--- config.mk ---
export PLATFORM = sky130hd
export DESIGN_NAME = scc_changeover
export DESIGN_NICKNAME = d
export VERILOG_FILES = /design/src/design/scc_pkg.sv /design/src/design/scc_pin_if.sv /design/src/design/scc_changeover.sv /design/src/design/scc_sync.sv
export SDC_FILE = /design/constraint.sdc
export NUM_CORES = 1
export LEC_CHECK = 0
export ABC_CLOCK_PERIOD_IN_PS = 4200
export BUFFER_PORTS_ARGS = -buffer_cell sky130_fd_sc_hd__clkbuf_2
export CAP_MARGIN = 0
export CORE_MARGIN = 3
export CORE_UTILIZATION = 55
export CTS_BUF_LIST = sky130_fd_sc_hd__clkbuf_8
export CTS_CLUSTER_SIZE = 25
export DETAILED_ROUTE_END_ITERATION = 8
export PLACE_DENSITY = 0.81
export RECOVER_POWER = 100
export SYNTH_ARGS = -nofsm -noshare
export SYNTH_HDL_FRONTEND = slang
export SYNTH_SLANG_ARGS = --single-unit
--- constraint.sdc ---
create_clock -name CLK_IN -period 4.2 [get_ports CLK_IN]
set_input_delay 0.21 -clock CLK_IN [delete_from_list [all_inputs] [get_ports CLK_IN]]
set_output_delay 0.21 -clock CLK_IN [all_outputs]
set_load 0.005 [all_outputs]
--- src/design/scc_pkg.sv ---
package scc_pkg;

	// ****************************************
	// Timing
	// ****************************************
	localparam longint unsigned CLK_HZ = 100_000_000;
	localparam longint unsigned STEP_S = 30;
	localparam longint unsigned LOCK_S = 60;
	localparam logic [31:0] STEP_CYC = 32'(STEP_S * CLK_HZ);
	localparam logic [33:0] LOCK_CYC = 34'(LOCK_S * CLK_HZ);
	localparam int NCH_DEF = 11;

	// ****************************************
	// Register map
	// ****************************************
	localparam logic [7:0] OFF_CTRL = 8'h00;
	localparam logic [7:0] OFF_CHK = 8'h04;
	localparam logic [7:0] OFF_STAT = 8'h08;
	localparam int CTRL_AUTO = 0;
	localparam int CTRL_OVR = 1;
	localparam logic CTRL_AUTO_RST = 1'h1;
	localparam logic CTRL_OVR_RST = 1'h0;
	localparam logic [15:0] CHK_RST = 16'h07ff;
	localparam int ST_BAK = 0;
	localparam int ST_FPRI = 1;
	localparam int ST_FBAK = 2;
	localparam int ST_ALARM = 3;
	localparam int ST_PANEL = 4;
	localparam int ST_ARMED = 5;
	localparam int ST_AUTO = 6;
	localparam int ST_PWR = 7;
	localparam int ST_POS = 8;

	// ****************************************
	// Synchroniser lanes
	// ****************************************
	localparam int SY_PWR = 0;
	localparam int SY_SEL = 1;
	localparam int SY_RST = 2;
	localparam int SY_AUTO = 3;
	localparam int SY_UNLK = 4;
	localparam int SY_RTOG = 5;
	localparam int SY_RAUTO = 6;
	localparam int SY_RRST = 7;
	localparam int SY_DLY = 8;
	localparam int SY_GOOD = 12;

	typedef enum logic [0:0] {
		SCC_PH_DELAY = 1'h0,
		SCC_PH_ARMED = 1'h1
	} scc_phase_t;

endpackage

--- src/design/scc_pin_if.sv ---
`timescale 1ns/1ns
interface scc_pin_if #(
	parameter int W = 8
);
	logic [W-1:0] lvl;
	logic [W-1:0] fall;
	modport src (output lvl, output fall);
	modport snk (input lvl, input fall);
endinterface

--- src/design/scc_changeover.sv ---
`timescale 1ns/1ns
// Overview of operation
// - One common selection drives every channel at once
// - Remote auto-disable low suppresses automatic switching
// - Remote toggle low pulse acts like the local select button
// - Local button and remote toggle ANDed, active low, into one command
// - Primary and backup active indicators, active high, follow selection
// - Alarm latched high on any bad input until cleared and reset
// - Remote fault reset acts like local reset, only once fault is gone
// - Fault contact closes on power loss, and latched on bad input
// - Checked channel without valid signal is reported faulty
// - Auto, no command: go to sole good input, else hold
// - Manual, no command: hold selection whatever the status
// - Command: sole good input, else toggle, except override manual
// - Override manual: command toggles unconditionally
// - Power absent: output path on primary
// - After power-up: primary, auto on, faults clear, panel locked
// - Detection disabled for selector position times thirty seconds
// - Panel locks after one idle minute, only unlock stays usable
module scc_changeover #(
	parameter int NCH = scc_pkg::NCH_DEF,
	parameter logic [31:0] STEP_CYCLES = scc_pkg::STEP_CYC,
	parameter logic [33:0] LOCK_CYCLES = scc_pkg::LOCK_CYC
) (
	input wire logic CLK_IN,
	input wire logic NRST_IN,
	input wire logic HSEL_IN,
	input wire logic [31:0] HADDR_IN,
	input wire logic [1:0] HTRANS_IN,
	input wire logic HWRITE_IN,
	input wire logic [2:0] HSIZE_IN,
	input wire logic [31:0] HWDATA_IN,
	input wire logic HREADY_IN,
	output logic [31:0] HRDATA_OUT,
	output logic HREADYOUT_OUT,
	output logic HRESP_OUT,
	input wire logic POWER_OK_IN,
	input wire logic SEL_BTN_N_IN,
	input wire logic RST_BTN_N_IN,
	input wire logic AUTO_BTN_N_IN,
	input wire logic UNLOCK_BTN_N_IN,
	input wire logic REM_TOGGLE_N_IN,
	input wire logic REM_AUTO_N_IN,
	input wire logic REM_RESET_N_IN,
	input wire logic [3:0] DELAY_SEL_IN,
	input wire logic [NCH-1:0] PRI_GOOD_IN,
	input wire logic [NCH-1:0] BAK_GOOD_IN,
	output logic [NCH-1:0] CHAN_SEL_OUT,
	output logic PRI_ACTIVE_OUT,
	output logic BAK_ACTIVE_OUT,
	output logic ALARM_OUT,
	output logic FAULT_CLOSE_OUT,
	output logic PRI_FAULT_LED_OUT,
	output logic BAK_FAULT_LED_OUT,
	output logic AUTO_LED_OUT,
	output logic PANEL_EN_OUT,
	output logic ARMED_OUT
);
	localparam int SW = scc_pkg::SY_GOOD + 2 * NCH;

	if (NCH < 1 || NCH > 16 || STEP_CYCLES == 32'h0 || LOCK_CYCLES == 34'h0)
	begin : g_chk
		$error("scc_changeover parameters out of range");
	end

	// ****************************************
	// Pin synchronisers
	// ****************************************
	scc_pin_if #(.W(SW)) pin ();

	scc_sync #(.W(SW)) u_sync (
		.clk_in(CLK_IN),
		.nrst_in(NRST_IN),
		.raw_in({BAK_GOOD_IN, PRI_GOOD_IN, DELAY_SEL_IN, REM_RESET_N_IN, REM_AUTO_N_IN,
			REM_TOGGLE_N_IN, UNLOCK_BTN_N_IN, AUTO_BTN_N_IN, RST_BTN_N_IN, SEL_BTN_N_IN, POWER_OK_IN}),
		.pins(pin.src)
	);

	// ****************************************
	// State
	// ****************************************
	scc_pkg::scc_phase_t phase_reg;
	scc_pkg::scc_phase_t phase_next;
	logic [31:0] step_cnt_reg;
	logic [3:0] pos_reg;
	logic [33:0] idle_cnt_reg;
	logic panel_en_reg;
	logic auto_reg;
	logic ovr_reg;
	logic [NCH-1:0] chk_en_reg;
	logic cmd_prev_reg;
	logic sel_reg;
	logic sel_next;
	logic fpri_reg;
	logic fpri_next;
	logic fbak_reg;
	logic fbak_next;
	logic wr_pend_reg;
	logic [7:0] wr_addr_reg;
	logic [31:0] hrdata_reg;
	logic hresp_reg;
	logic hready_reg;
	logic [NCH-1:0] chan_sel_reg;
	logic pri_act_reg;
	logic alarm_reg;
	logic fclose_reg;

	// ****************************************
	// Decode
	// ****************************************
	wire logic pwr = pin.lvl[scc_pkg::SY_PWR];
	wire logic armed = (phase_reg == scc_pkg::SCC_PH_ARMED);
	wire logic loc_ok = panel_en_reg & armed;
	wire logic [3:0] dly_pos = pin.lvl[scc_pkg::SY_DLY +: 4];
	wire logic [NCH-1:0] pri_good = pin.lvl[scc_pkg::SY_GOOD +: NCH];
	wire logic [NCH-1:0] bak_good = pin.lvl[scc_pkg::SY_GOOD + NCH +: NCH];
	wire logic pri_bad = armed & (|(chk_en_reg & ~pri_good));
	wire logic bak_bad = armed & (|(chk_en_reg & ~bak_good));
	wire logic p_ok = ~pri_bad;
	wire logic b_ok = ~bak_bad;
	wire logic cmd_lvl_n = (pin.lvl[scc_pkg::SY_SEL] | ~loc_ok) & pin.lvl[scc_pkg::SY_RTOG];
	wire logic cmd = cmd_prev_reg & ~cmd_lvl_n;
	wire logic rst_cmd = pin.fall[scc_pkg::SY_RRST] | (loc_ok & pin.fall[scc_pkg::SY_RST]);
	wire logic auto_tgl = loc_ok & pin.fall[scc_pkg::SY_AUTO];
	wire logic unlock = armed & pin.fall[scc_pkg::SY_UNLK];
	wire logic activity = loc_ok & (pin.fall[scc_pkg::SY_SEL] | pin.fall[scc_pkg::SY_RST] | auto_tgl);
	wire logic auto_eff = auto_reg & pin.lvl[scc_pkg::SY_RAUTO] & armed;
	wire logic one_good = p_ok ^ b_ok;
	wire logic ahb_go = HSEL_IN & HTRANS_IN[1] & HREADY_IN;
	wire logic wr_ctrl = wr_pend_reg & (wr_addr_reg == scc_pkg::OFF_CTRL);
	wire logic wr_chk = wr_pend_reg & (wr_addr_reg == scc_pkg::OFF_CHK);
	wire logic [31:0] stat_word = {20'h0, pos_reg, pwr, auto_eff, armed, panel_en_reg,
		alarm_reg, fbak_reg, fpri_reg, sel_reg};
	wire logic [31:0] rd_mux =
		(HADDR_IN[7:0] == scc_pkg::OFF_CTRL) ? {30'h0, ovr_reg, auto_reg} :
		(HADDR_IN[7:0] == scc_pkg::OFF_CHK) ? 32'(chk_en_reg) :
		(HADDR_IN[7:0] == scc_pkg::OFF_STAT) ? stat_word : 32'h0;

	// ****************************************
	// Source selection
	// ****************************************
	always_comb
	begin
		sel_next = sel_reg;
		if (!pwr)
			sel_next = 1'b0;
		else if (cmd && ovr_reg && !auto_eff)
			sel_next = ~sel_reg;
		else if (cmd)
			sel_next = one_good ? b_ok : ~sel_reg;
		else if (auto_eff && one_good)
			sel_next = b_ok;
	end

	// ****************************************
	// Fault latches
	// ****************************************
	// set wins over reset
	// reset clears only a gone fault
	assign fpri_next = pri_bad | (fpri_reg & ~rst_cmd);
	assign fbak_next = bak_bad | (fbak_reg & ~rst_cmd);

	// ****************************************
	// Power-on delay
	// ****************************************
	always_comb
	begin
		case (phase_reg)
			scc_pkg::SCC_PH_DELAY: phase_next = (pos_reg == dly_pos) ? scc_pkg::SCC_PH_ARMED : phase_reg;
			scc_pkg::SCC_PH_ARMED: phase_next = phase_reg;
			default: phase_next = scc_pkg::SCC_PH_DELAY;
		endcase
	end

	always_ff @(posedge CLK_IN)
	begin
		if (!NRST_IN)
		begin
			phase_reg <= scc_pkg::SCC_PH_DELAY;
			step_cnt_reg <= 32'h0;
			pos_reg <= 4'h0;
		end
		else
		begin
			phase_reg <= phase_next;
			if (!armed && pos_reg != dly_pos)
			begin
				step_cnt_reg <= (step_cnt_reg == STEP_CYCLES - 32'h1) ? 32'h0 : step_cnt_reg + 32'h1;
				pos_reg <= (step_cnt_reg == STEP_CYCLES - 32'h1) ? pos_reg + 4'h1 : pos_reg;
			end
		end
	end

	// ****************************************
	// Panel lockout
	// ****************************************
	// idle minute locks panel
	always_ff @(posedge CLK_IN)
	begin
		if (!NRST_IN)
		begin
			panel_en_reg <= 1'b0;
			idle_cnt_reg <= 34'h0;
		end
		else if (unlock || activity || !panel_en_reg)
		begin
			panel_en_reg <= panel_en_reg ^ unlock;
			idle_cnt_reg <= 34'h0;
		end
		else if (idle_cnt_reg == LOCK_CYCLES - 34'h1)
		begin
			panel_en_reg <= 1'b0;
			idle_cnt_reg <= 34'h0;
		end
		else
			idle_cnt_reg <= idle_cnt_reg + 34'h1;
	end

	// ****************************************
	// Control state and outputs
	// ****************************************
	// power-up defaults
	always_ff @(posedge CLK_IN)
	begin
		if (!NRST_IN)
		begin
			auto_reg <= scc_pkg::CTRL_AUTO_RST;
			ovr_reg <= scc_pkg::CTRL_OVR_RST;
			chk_en_reg <= scc_pkg::CHK_RST[NCH-1:0];
			cmd_prev_reg <= 1'b1;
			sel_reg <= 1'b0;
			fpri_reg <= 1'b0;
			fbak_reg <= 1'b0;
			chan_sel_reg <= '0;
			pri_act_reg <= 1'b1;
			alarm_reg <= 1'b0;
			fclose_reg <= 1'b0;
		end
		else
		begin
			// Software write lands after a panel toggle in the same cycle
			auto_reg <= wr_ctrl ? HWDATA_IN[scc_pkg::CTRL_AUTO] : auto_reg ^ auto_tgl;
			ovr_reg <= wr_ctrl ? HWDATA_IN[scc_pkg::CTRL_OVR] : ovr_reg;
			chk_en_reg <= wr_chk ? HWDATA_IN[NCH-1:0] : chk_en_reg;
			cmd_prev_reg <= cmd_lvl_n;
			sel_reg <= sel_next;
			fpri_reg <= fpri_next;
			fbak_reg <= fbak_next;
			chan_sel_reg <= {NCH{sel_next}};
			pri_act_reg <= ~sel_next;
			alarm_reg <= fpri_next | fbak_next;
			// contact closed on power loss or fault
			fclose_reg <= ~pwr | fpri_next | fbak_next;
		end
	end

	// ****************************************
	// Bus slave
	// ****************************************
	// Zero wait states; reads sample state at the address phase
	always_ff @(posedge CLK_IN)
	begin
		if (!NRST_IN)
		begin
			wr_pend_reg <= 1'b0;
			wr_addr_reg <= 8'h0;
			hrdata_reg <= 32'h0;
			hresp_reg <= 1'b0;
			hready_reg <= 1'b1;
		end
		else
		begin
			wr_pend_reg <= ahb_go & HWRITE_IN;
			wr_addr_reg <= HADDR_IN[7:0];
			hrdata_reg <= (ahb_go && !HWRITE_IN) ? rd_mux : 32'h0;
			hresp_reg <= 1'b0;
			hready_reg <= 1'b1;
		end
	end

	assign HRDATA_OUT = hrdata_reg;
	assign HREADYOUT_OUT = hready_reg;
	assign HRESP_OUT = hresp_reg;
	assign CHAN_SEL_OUT = chan_sel_reg;
	assign PRI_ACTIVE_OUT = pri_act_reg;
	assign BAK_ACTIVE_OUT = sel_reg;
	assign ALARM_OUT = alarm_reg;
	assign FAULT_CLOSE_OUT = fclose_reg;
	assign PRI_FAULT_LED_OUT = fpri_reg;
	assign BAK_FAULT_LED_OUT = fbak_reg;
	assign AUTO_LED_OUT = auto_reg;
	assign PANEL_EN_OUT = panel_en_reg;
	assign ARMED_OUT = armed;
endmodule

--- src/design/scc_sync.sv ---
`timescale 1ns/1ns
module scc_sync #(
	parameter int W = 8
) (
	input wire logic clk_in,
	input wire logic nrst_in,
	input wire logic [W-1:0] raw_in,
	scc_pin_if.src pins
);
	logic [W-1:0] s1_reg;
	logic [W-1:0] s2_reg;
	logic [W-1:0] s3_reg;

	if (W < 1)
	begin : g_chk
		$error("scc_sync width must be positive");
	end

	// ****************************************
	// Two-stage capture, then edge
	// ****************************************
	// Idle level is high so no false fall after reset
	always_ff @(posedge clk_in)
	begin
		if (!nrst_in)
		begin
			s1_reg <= '1;
			s2_reg <= '1;
			s3_reg <= '1;
		end
		else
		begin
			s1_reg <= raw_in;
			s2_reg <= s1_reg;
			s3_reg <= s2_reg;
		end
	end

	assign pins.lvl = s2_reg;
	assign pins.fall = s3_reg & ~s2_reg;
endmodule

### Yosys cells after proc, flatten, opt, wreduce, memory -nomap -nowiden

Cells that the tools add are included.

* input port bits: 108
* logic and storage cells: 119
* flip-flop bits (word level): 210

* bitwise operators: 48
* equality and inequality tests: 7
* mux-type cells: 14
* reduce and logical (&&, ||, !) cells: 22
* add/subtract/negate cells: 3

Operators by type and width (number)
* $add 34x1->34 const B: 1
* $eq 34x33->1 const B: 1
* $add 32x1->32 const B: 1
* $eq 32x32->1 const B: 1
* $mux 32: 1
* $and 11x11->11: 2
* $mux 11: 2
* $not 11->11: 2
* $reduce_or 11->1: 2
* $and 1x1->1: 18
* $eq 8x3->1 const B: 2
* $logic_not 8->1: 2
* $not 1->1: 12
* $mux 1: 9
* $or 1x1->1: 9
* $and 8x8->8: 1
* $eq 8x4->1 const B: 1
* $not 8->8: 1
* $reduce_or 3->1: 2
* $logic_and 1x1->1: 5
* $reduce_or 5->1: 1
* $add 4x1->4 const B: 1
* $eq 4x4->1: 1
* $logic_not 1->1: 4
* 8 further kinds: 12

### Depth between registers and ports, before layout

* depth after elaboration: 12
* mapped depth: 7
* depth with buffers taken out: 6

### Hierarchy

Synthesis repeated with hierarchy kept, for this count alone.

* cells, all modules: 868
* area total of the unflattened synthesis: 8404.3 µm²

By module, submodules not included
* scc_changeover: area each 5420.2 µm², times used 1, cells an instance 619, seq. area each 2262.2 µm²
* scc_sync: area each 2984.1 µm², times used 1, cells an instance 249, seq. area each 2042.0 µm²

### Least setup slack after synthesis

OpenSTA, ideal clock, no wires.

* path type: flip-flop to flip-flop
* from: register idle_cnt_reg[0]
* to: register idle_cnt_reg[30]
* buffers on the path: 1
* clock period less this slack: 1857 ps
* data arrival time: 1740 ps
* cell stages (with the launch flop): 8
* data required time: 4083 ps
* path slack: 2343 ps
* setup time: 117 ps
* path through: dfxtp_1 > ha_1 > inv_2 > or4_1 > buf_2 > nor4_2 > xnor2_1 > nor2_1

* longest elaborated chain between the ends: 2

Ends and longest elaborated chain
* start: declaration: RTL line scc_changeover.sv:86 `logic [33:0] idle_cnt_reg;`
* start signal: assignment: RTL line scc_changeover.sv:216 `idle_cnt_reg <= idle_cnt_reg + 34'h1;`
* branches (longest 2 deep; another with $add 34x1->34)

Several ways; the timed one is not identified.
A chain may end at the register's enable or synchronous reset.

### Final worst setup path

* from: register idle_cnt_reg[20]
* to: register idle_cnt_reg[31]

The elaborated chain is that of the path after synthesis.

==> results_tabular.tex <==
\begin{tabular}{lr}
\hline
Metric & Value \\
\hline
\multicolumn{2}{l}{\textbf{Run status}} \\
\quad Result of the run & finished, final reports clean \\
\multicolumn{2}{l}{\textbf{Clocking}} \\
\quad Cell at the root of the clock tree & sky130\_fd\_sc\_hd\_\_clkbuf\_8 \\
\quad Clock input transition at the sequential cells of the worst setup and hold paths & 110 ps \\
\quad CTS tree & done \\
\quad Level count of the clock H-tree & 4 \\
\quad Number of buffers between clock root and the deepest sink & 2 \\
\quad Num CTS Buffers & 17 \\
\quad Count of cells resized by post-cts repair & 0 \\
\quad Clock network latency to the later pin of the worst-skew pair & 470 ps \\
\quad Sinks on Clock Net & 186 \\
\multicolumn{2}{l}{\textbf{Route}} \\
\quad Remaining antenna violation count after routing & 0 \\
\quad TritonRoute pass-1 iters & 5 \\
\quad Number of DRC markers in iteration 0 & 491 \\
\quad Total detailed-routing wirelength & 15700 um \\
\quad Vias after detailed routing & 5724 \\
\quad Number of remaining DRC errors & 0 \\
\quad WL/cell & 14.4 um \\
\quad Via-per-instance ratio & 5.25 \\
\multicolumn{2}{l}{\textbf{STA}} \\
\quad Slew @ Worst Pin & 1440 ps \\
\quad Setup\_tns & 0 ps \\
\quad Pins over their slew limit & 0 \\
\quad Shortest clock period the worst path allows after layout & 2800 ps \\
\quad Worst max-slew margin expressed relative to the limit & 0.0386 \\
\quad Worst path setup slack after routing & 1400 ps \\
\quad Setup skew after layout & 16.7 ps \\
\quad RSZ-0062 raised after global routing & no \\
\quad Maximum clock frequency & 0.358 GHz \\
\quad Portion of the clock cycle consumed by the worst path in the final layout & 0.666 \\
\quad Number of failing hold endpoints at the final stage & 0 \\
\quad \# setup viols final & 0 \\
\multicolumn{2}{l}{\textbf{Yosys}} \\
\quad Number of instances in the synthesized netlist & 781 \\
\quad Compound-cell area share of the yosys netlist & 0.0643 \\
\quad Adder-cell share of the synthesized area & 0.00513 \\
\quad Most instantiated flip-flop cell in the synthesis netlist & sky130\_fd\_sc\_hd\_\_dfxtp\_1 \\
\quad Multiplexer share of the synthesized area & 0.0137 \\
\quad Share of flip-flops with an asynchronous set or reset after synthesis & 0 \\
\quad Number of distinct library cell variants in the gate-level netlist after synthesis & 50 \\
\quad Netlist Area Pre-Place & 7320 um\^{}2 \\
\quad Share of the yosys chip area belonging to registers & 0.509 \\
\quad Fraction of synthesized cell area taken by the top area cell type & 0.509 \\
\quad Post-synth EDFFs & 0 \\
\quad Ys Warns & 0 \\
\quad Synthesis-stage register bit count & 186 \\
\quad Mean area per synthesized cell & 9.37 um\^{}2 \\
\quad Post-synth top area cell & sky130\_fd\_sc\_hd\_\_dfxtp\_1 \\
\quad Biggest area contributors in the synthesized netlist & sky130\_fd\_sc\_hd\_\_dfxtp\_1 51\%, sky130\_fd\_sc\_hd\_\_nand2b\_1 7.5\%, sky130\_fd\_sc\_hd\_\_xor2\_1 4.1\% \\
\quad Fraction of the mapped netlist area in simple logic gates & 0.282 \\
\quad Largest family of logic cells by synthesized area & simple AND/OR/NAND/NOR gates \\
\quad Post-Synth XOR/XNOR Area & 0.0682 \\
\multicolumn{2}{l}{\textbf{Pwr}} \\
\quad Static leakage & 3.28 nW \\
\quad PwrDens & 368 nW/um\^{}2 \\
\quad Power consumption & 3.17 mW \\
\quad Maximum ir drop on the vdd rail & 0.275 mV \\
\multicolumn{2}{l}{\textbf{Worst setup path}} \\
\quad Cell with the biggest individual delay on the critical path & sky130\_fd\_sc\_hd\_\_clkbuf\_1 \\
\quad Critical Path Fanout Max & 34 \\
\quad CP cell instances & nor4b\_1 > nand2\_1 > or4\_1 > o21bai\_2 > clkbuf\_1 > nor2\_1 \\
\quad Critical path capture point type & register \\
\quad Worst setup path category & register to register \\
\quad CP bufs+invs & 1 \\
\quad Arrival time worst endpoint & 3090 ps \\
\quad Kind of launch point of the worst setup path & register \\
\quad Required time of the worst setup path & 4490 ps \\
\quad Category of cells accounting for the largest share of critical-path delay & simple AND/OR/NAND/NOR gates \\
\quad Worst path max stage delay & 1060 ps \\
\multicolumn{2}{l}{\textbf{Global routing}} \\
\quad Total gr overflow & 0 \\
\quad Met2 demand-to-capacity share in global routing & 0.374 \\
\quad Routing layer with the top usage in global route & met2 \\
\quad Global-route wire length before repair & 25900 um \\
\quad Vias in the first global route & 5531 \\
\quad Routing usage on met3 & 0.0592 \\
\quad Maximum number of pins on one net before global-route repair & 70 \\
\quad Number of antenna violations at the first check in global routing & 1 \\
\quad Met1 GRT Util & 0.267 \\
\quad Global-route total usage across every layer & 0.222 \\
\multicolumn{2}{l}{\textbf{Die}} \\
\quad Chip Height & 121 um \\
\quad Die Area & 14700 um\^{}2 \\
\quad Width of the die & 121 um \\
\quad Initial Utilization & 0.570 \\
\quad Core Region & 12800 um\^{}2 \\
\quad Total I/O pin count & 162 \\
\quad Row count & 41 \\
\multicolumn{2}{l}{\textbf{Finish}} \\
\quad Ratio of cells with drive above 1 in the final layout & 0.119 \\
\quad Antenna diodes & 0 \\
\quad Nets@finish & 1017 \\
\quad Area grow syn2layout & 17.7\% \\
\multicolumn{2}{l}{\textbf{Place}} \\
\quad Placement Setup Slack & 1780 ps \\
\quad PortBufs & 90 \\
\quad Total half-perimeter wirelength after legalization and detailed placement & 9990 um \\
\quad Last weighted congestion value of the routability-driven placer & 0.835 \\
\multicolumn{2}{l}{\textbf{Hold path}} \\
\quad Worst min path class & input port to register \\
\multicolumn{2}{l}{\textbf{Flow run}} \\
\quad Max-cap violations & 0 \\
\hline
\end{tabular}
[stage by stage]
stage / instance area, um^2 / utilization / hold WS [ps] / std cells
finish: 8610 / 0.671 / 24.9 / 1091
CTS: 8650 / 0.674 / 0.153 / 1090
global placement: 7740 / 0.604 / 389 / 1008
detailed placement: 7740 / 0.604 / 391 / 1008
global route: 8610 / 0.671 / 20.2 / 1091
floorplan: 7390 / - / 311 / 801
[synth_stat cells, drive strengths merged (8+ instances only)]
cell	n
nand2b	88
xnor2	23
nand2	55
and2	14
xor2	34
a22oi	9
nand3	32
or3	17
nand4	27
nor4	15
inv	16
a21oi	23
clkbuf	23
dfxtp	186
nor2	78
and4	8
and3	12
o21ai	24
nor3	8
buf	37
mux2i	10
[path summary, 6_finish.rpt]
check	cells after the start	end	slack [ps]	startpoint
max	6	idle_cnt_reg[31]$_SDFF_PP0_	1400	idle_cnt_reg[20]$_SDFF_PP0_
max reg2reg	6	idle_cnt_reg[31]$_SDFF_PP0_	1400	idle_cnt_reg[20]$_SDFF_PP0_
min	3	chk_en_reg[8]$_SDFFE_PN1P_	20	HWDATA_IN[8]
min reg2reg	1	u_sync.pins.lvl[32]$_SDFF_PN1_	410	u_sync.s1_reg[32]$_SDFF_PN1_
[metal layers]
metal	share of wire	wire, um	vias up
met4	0.025	396	2
met5	0.00057	9	-
li1	-	-	2842
met3	0.057	888	37
met1	0.42	6550	2677
met2	0.50	7840	166
[cell type report]
class	count	area (um^2)
Tap cell	172	215
Timing Repair Buffer	146	960
Inverter	16	60.1
Fill cell	989	4220
Sequential cell	186	3720
Multi-Input combinational cell	539	3240
Clock inverter	15	174
Clock buffer	17	234
[where the power goes]
part | internal [mW] | total [mW] | switching (mW)
Clock | 0.454 | 1.17 | 0.713
Combinational | 0.0978 | 0.179 | 0.0811
Sequential | 1.80 | 1.83 | 0.0203
Total | 2.36 | 3.17 | 0.815
[kinds of logic (layout without fill, tap and decap cells)]
logic type,count (synthesis),after routing
AO/OA/AOI/OAI,75,75
XOR/XNOR,57,57
adder cells (fa/ha/maj),3,3
buffers and inverters,76,194
flip-flops,186,186
multiplexers,10,10
other,2,22
AND/OR/NAND/NOR,372,372
[cells in the final DEF (no fill, tap or decap), types with 5 or more instances in the layout]
master / Yosys / layout
sky130_fd_sc_hd__a21oi_1: 23 / 23
sky130_fd_sc_hd__and2_1: 14 / 9
sky130_fd_sc_hd__nor4_1: 10 / 10
sky130_fd_sc_hd__dlygate4sd3_1: 0 / 51
sky130_fd_sc_hd__a22oi_1: 9 / 9
sky130_fd_sc_hd__and4_1: 8 / 8
sky130_fd_sc_hd__clkbuf_1: 23 / 25
sky130_fd_sc_hd__or3_1: 17 / 17
sky130_fd_sc_hd__xor2_1: 34 / 34
sky130_fd_sc_hd__clkbuf_8: 0 / 17
sky130_fd_sc_hd__nand3_1: 32 / 32
sky130_fd_sc_hd__clkinv_8: 0 / 5
sky130_fd_sc_hd__clkbuf_2: 0 / 65
sky130_fd_sc_hd__xnor2_1: 23 / 23
sky130_fd_sc_hd__and2_0: 0 / 5
sky130_fd_sc_hd__nor3_1: 7 / 7
sky130_fd_sc_hd__nand2b_1: 88 / 88
sky130_fd_sc_hd__nor2_1: 78 / 78
sky130_fd_sc_hd__inv_1: 15 / 15
sky130_fd_sc_hd__dfxtp_1: 186 / 186
sky130_fd_sc_hd__conb_1: 2 / 22
sky130_fd_sc_hd__nand2_1: 55 / 55
sky130_fd_sc_hd__nand4_1: 26 / 26
sky130_fd_sc_hd__mux2i_1: 10 / 10
sky130_fd_sc_hd__and3_1: 12 / 12
sky130_fd_sc_hd__o21ai_0: 24 / 24
[repair_timing]
item / 4_1_cts / 5_1_grt
buffers inserted: 0 / 0
endpoints found under the hold margin: 50 / 2
hold buffers: 50 / 1
[worst min-delay path, delay by kind of cell]
kind	cells	cell delay (ps)
AO/OA/AOI/OAI	1	90
AND/OR/NAND/NOR	1	80
buffers and inverters	1	90
Power figures use the tool's default switching activity.
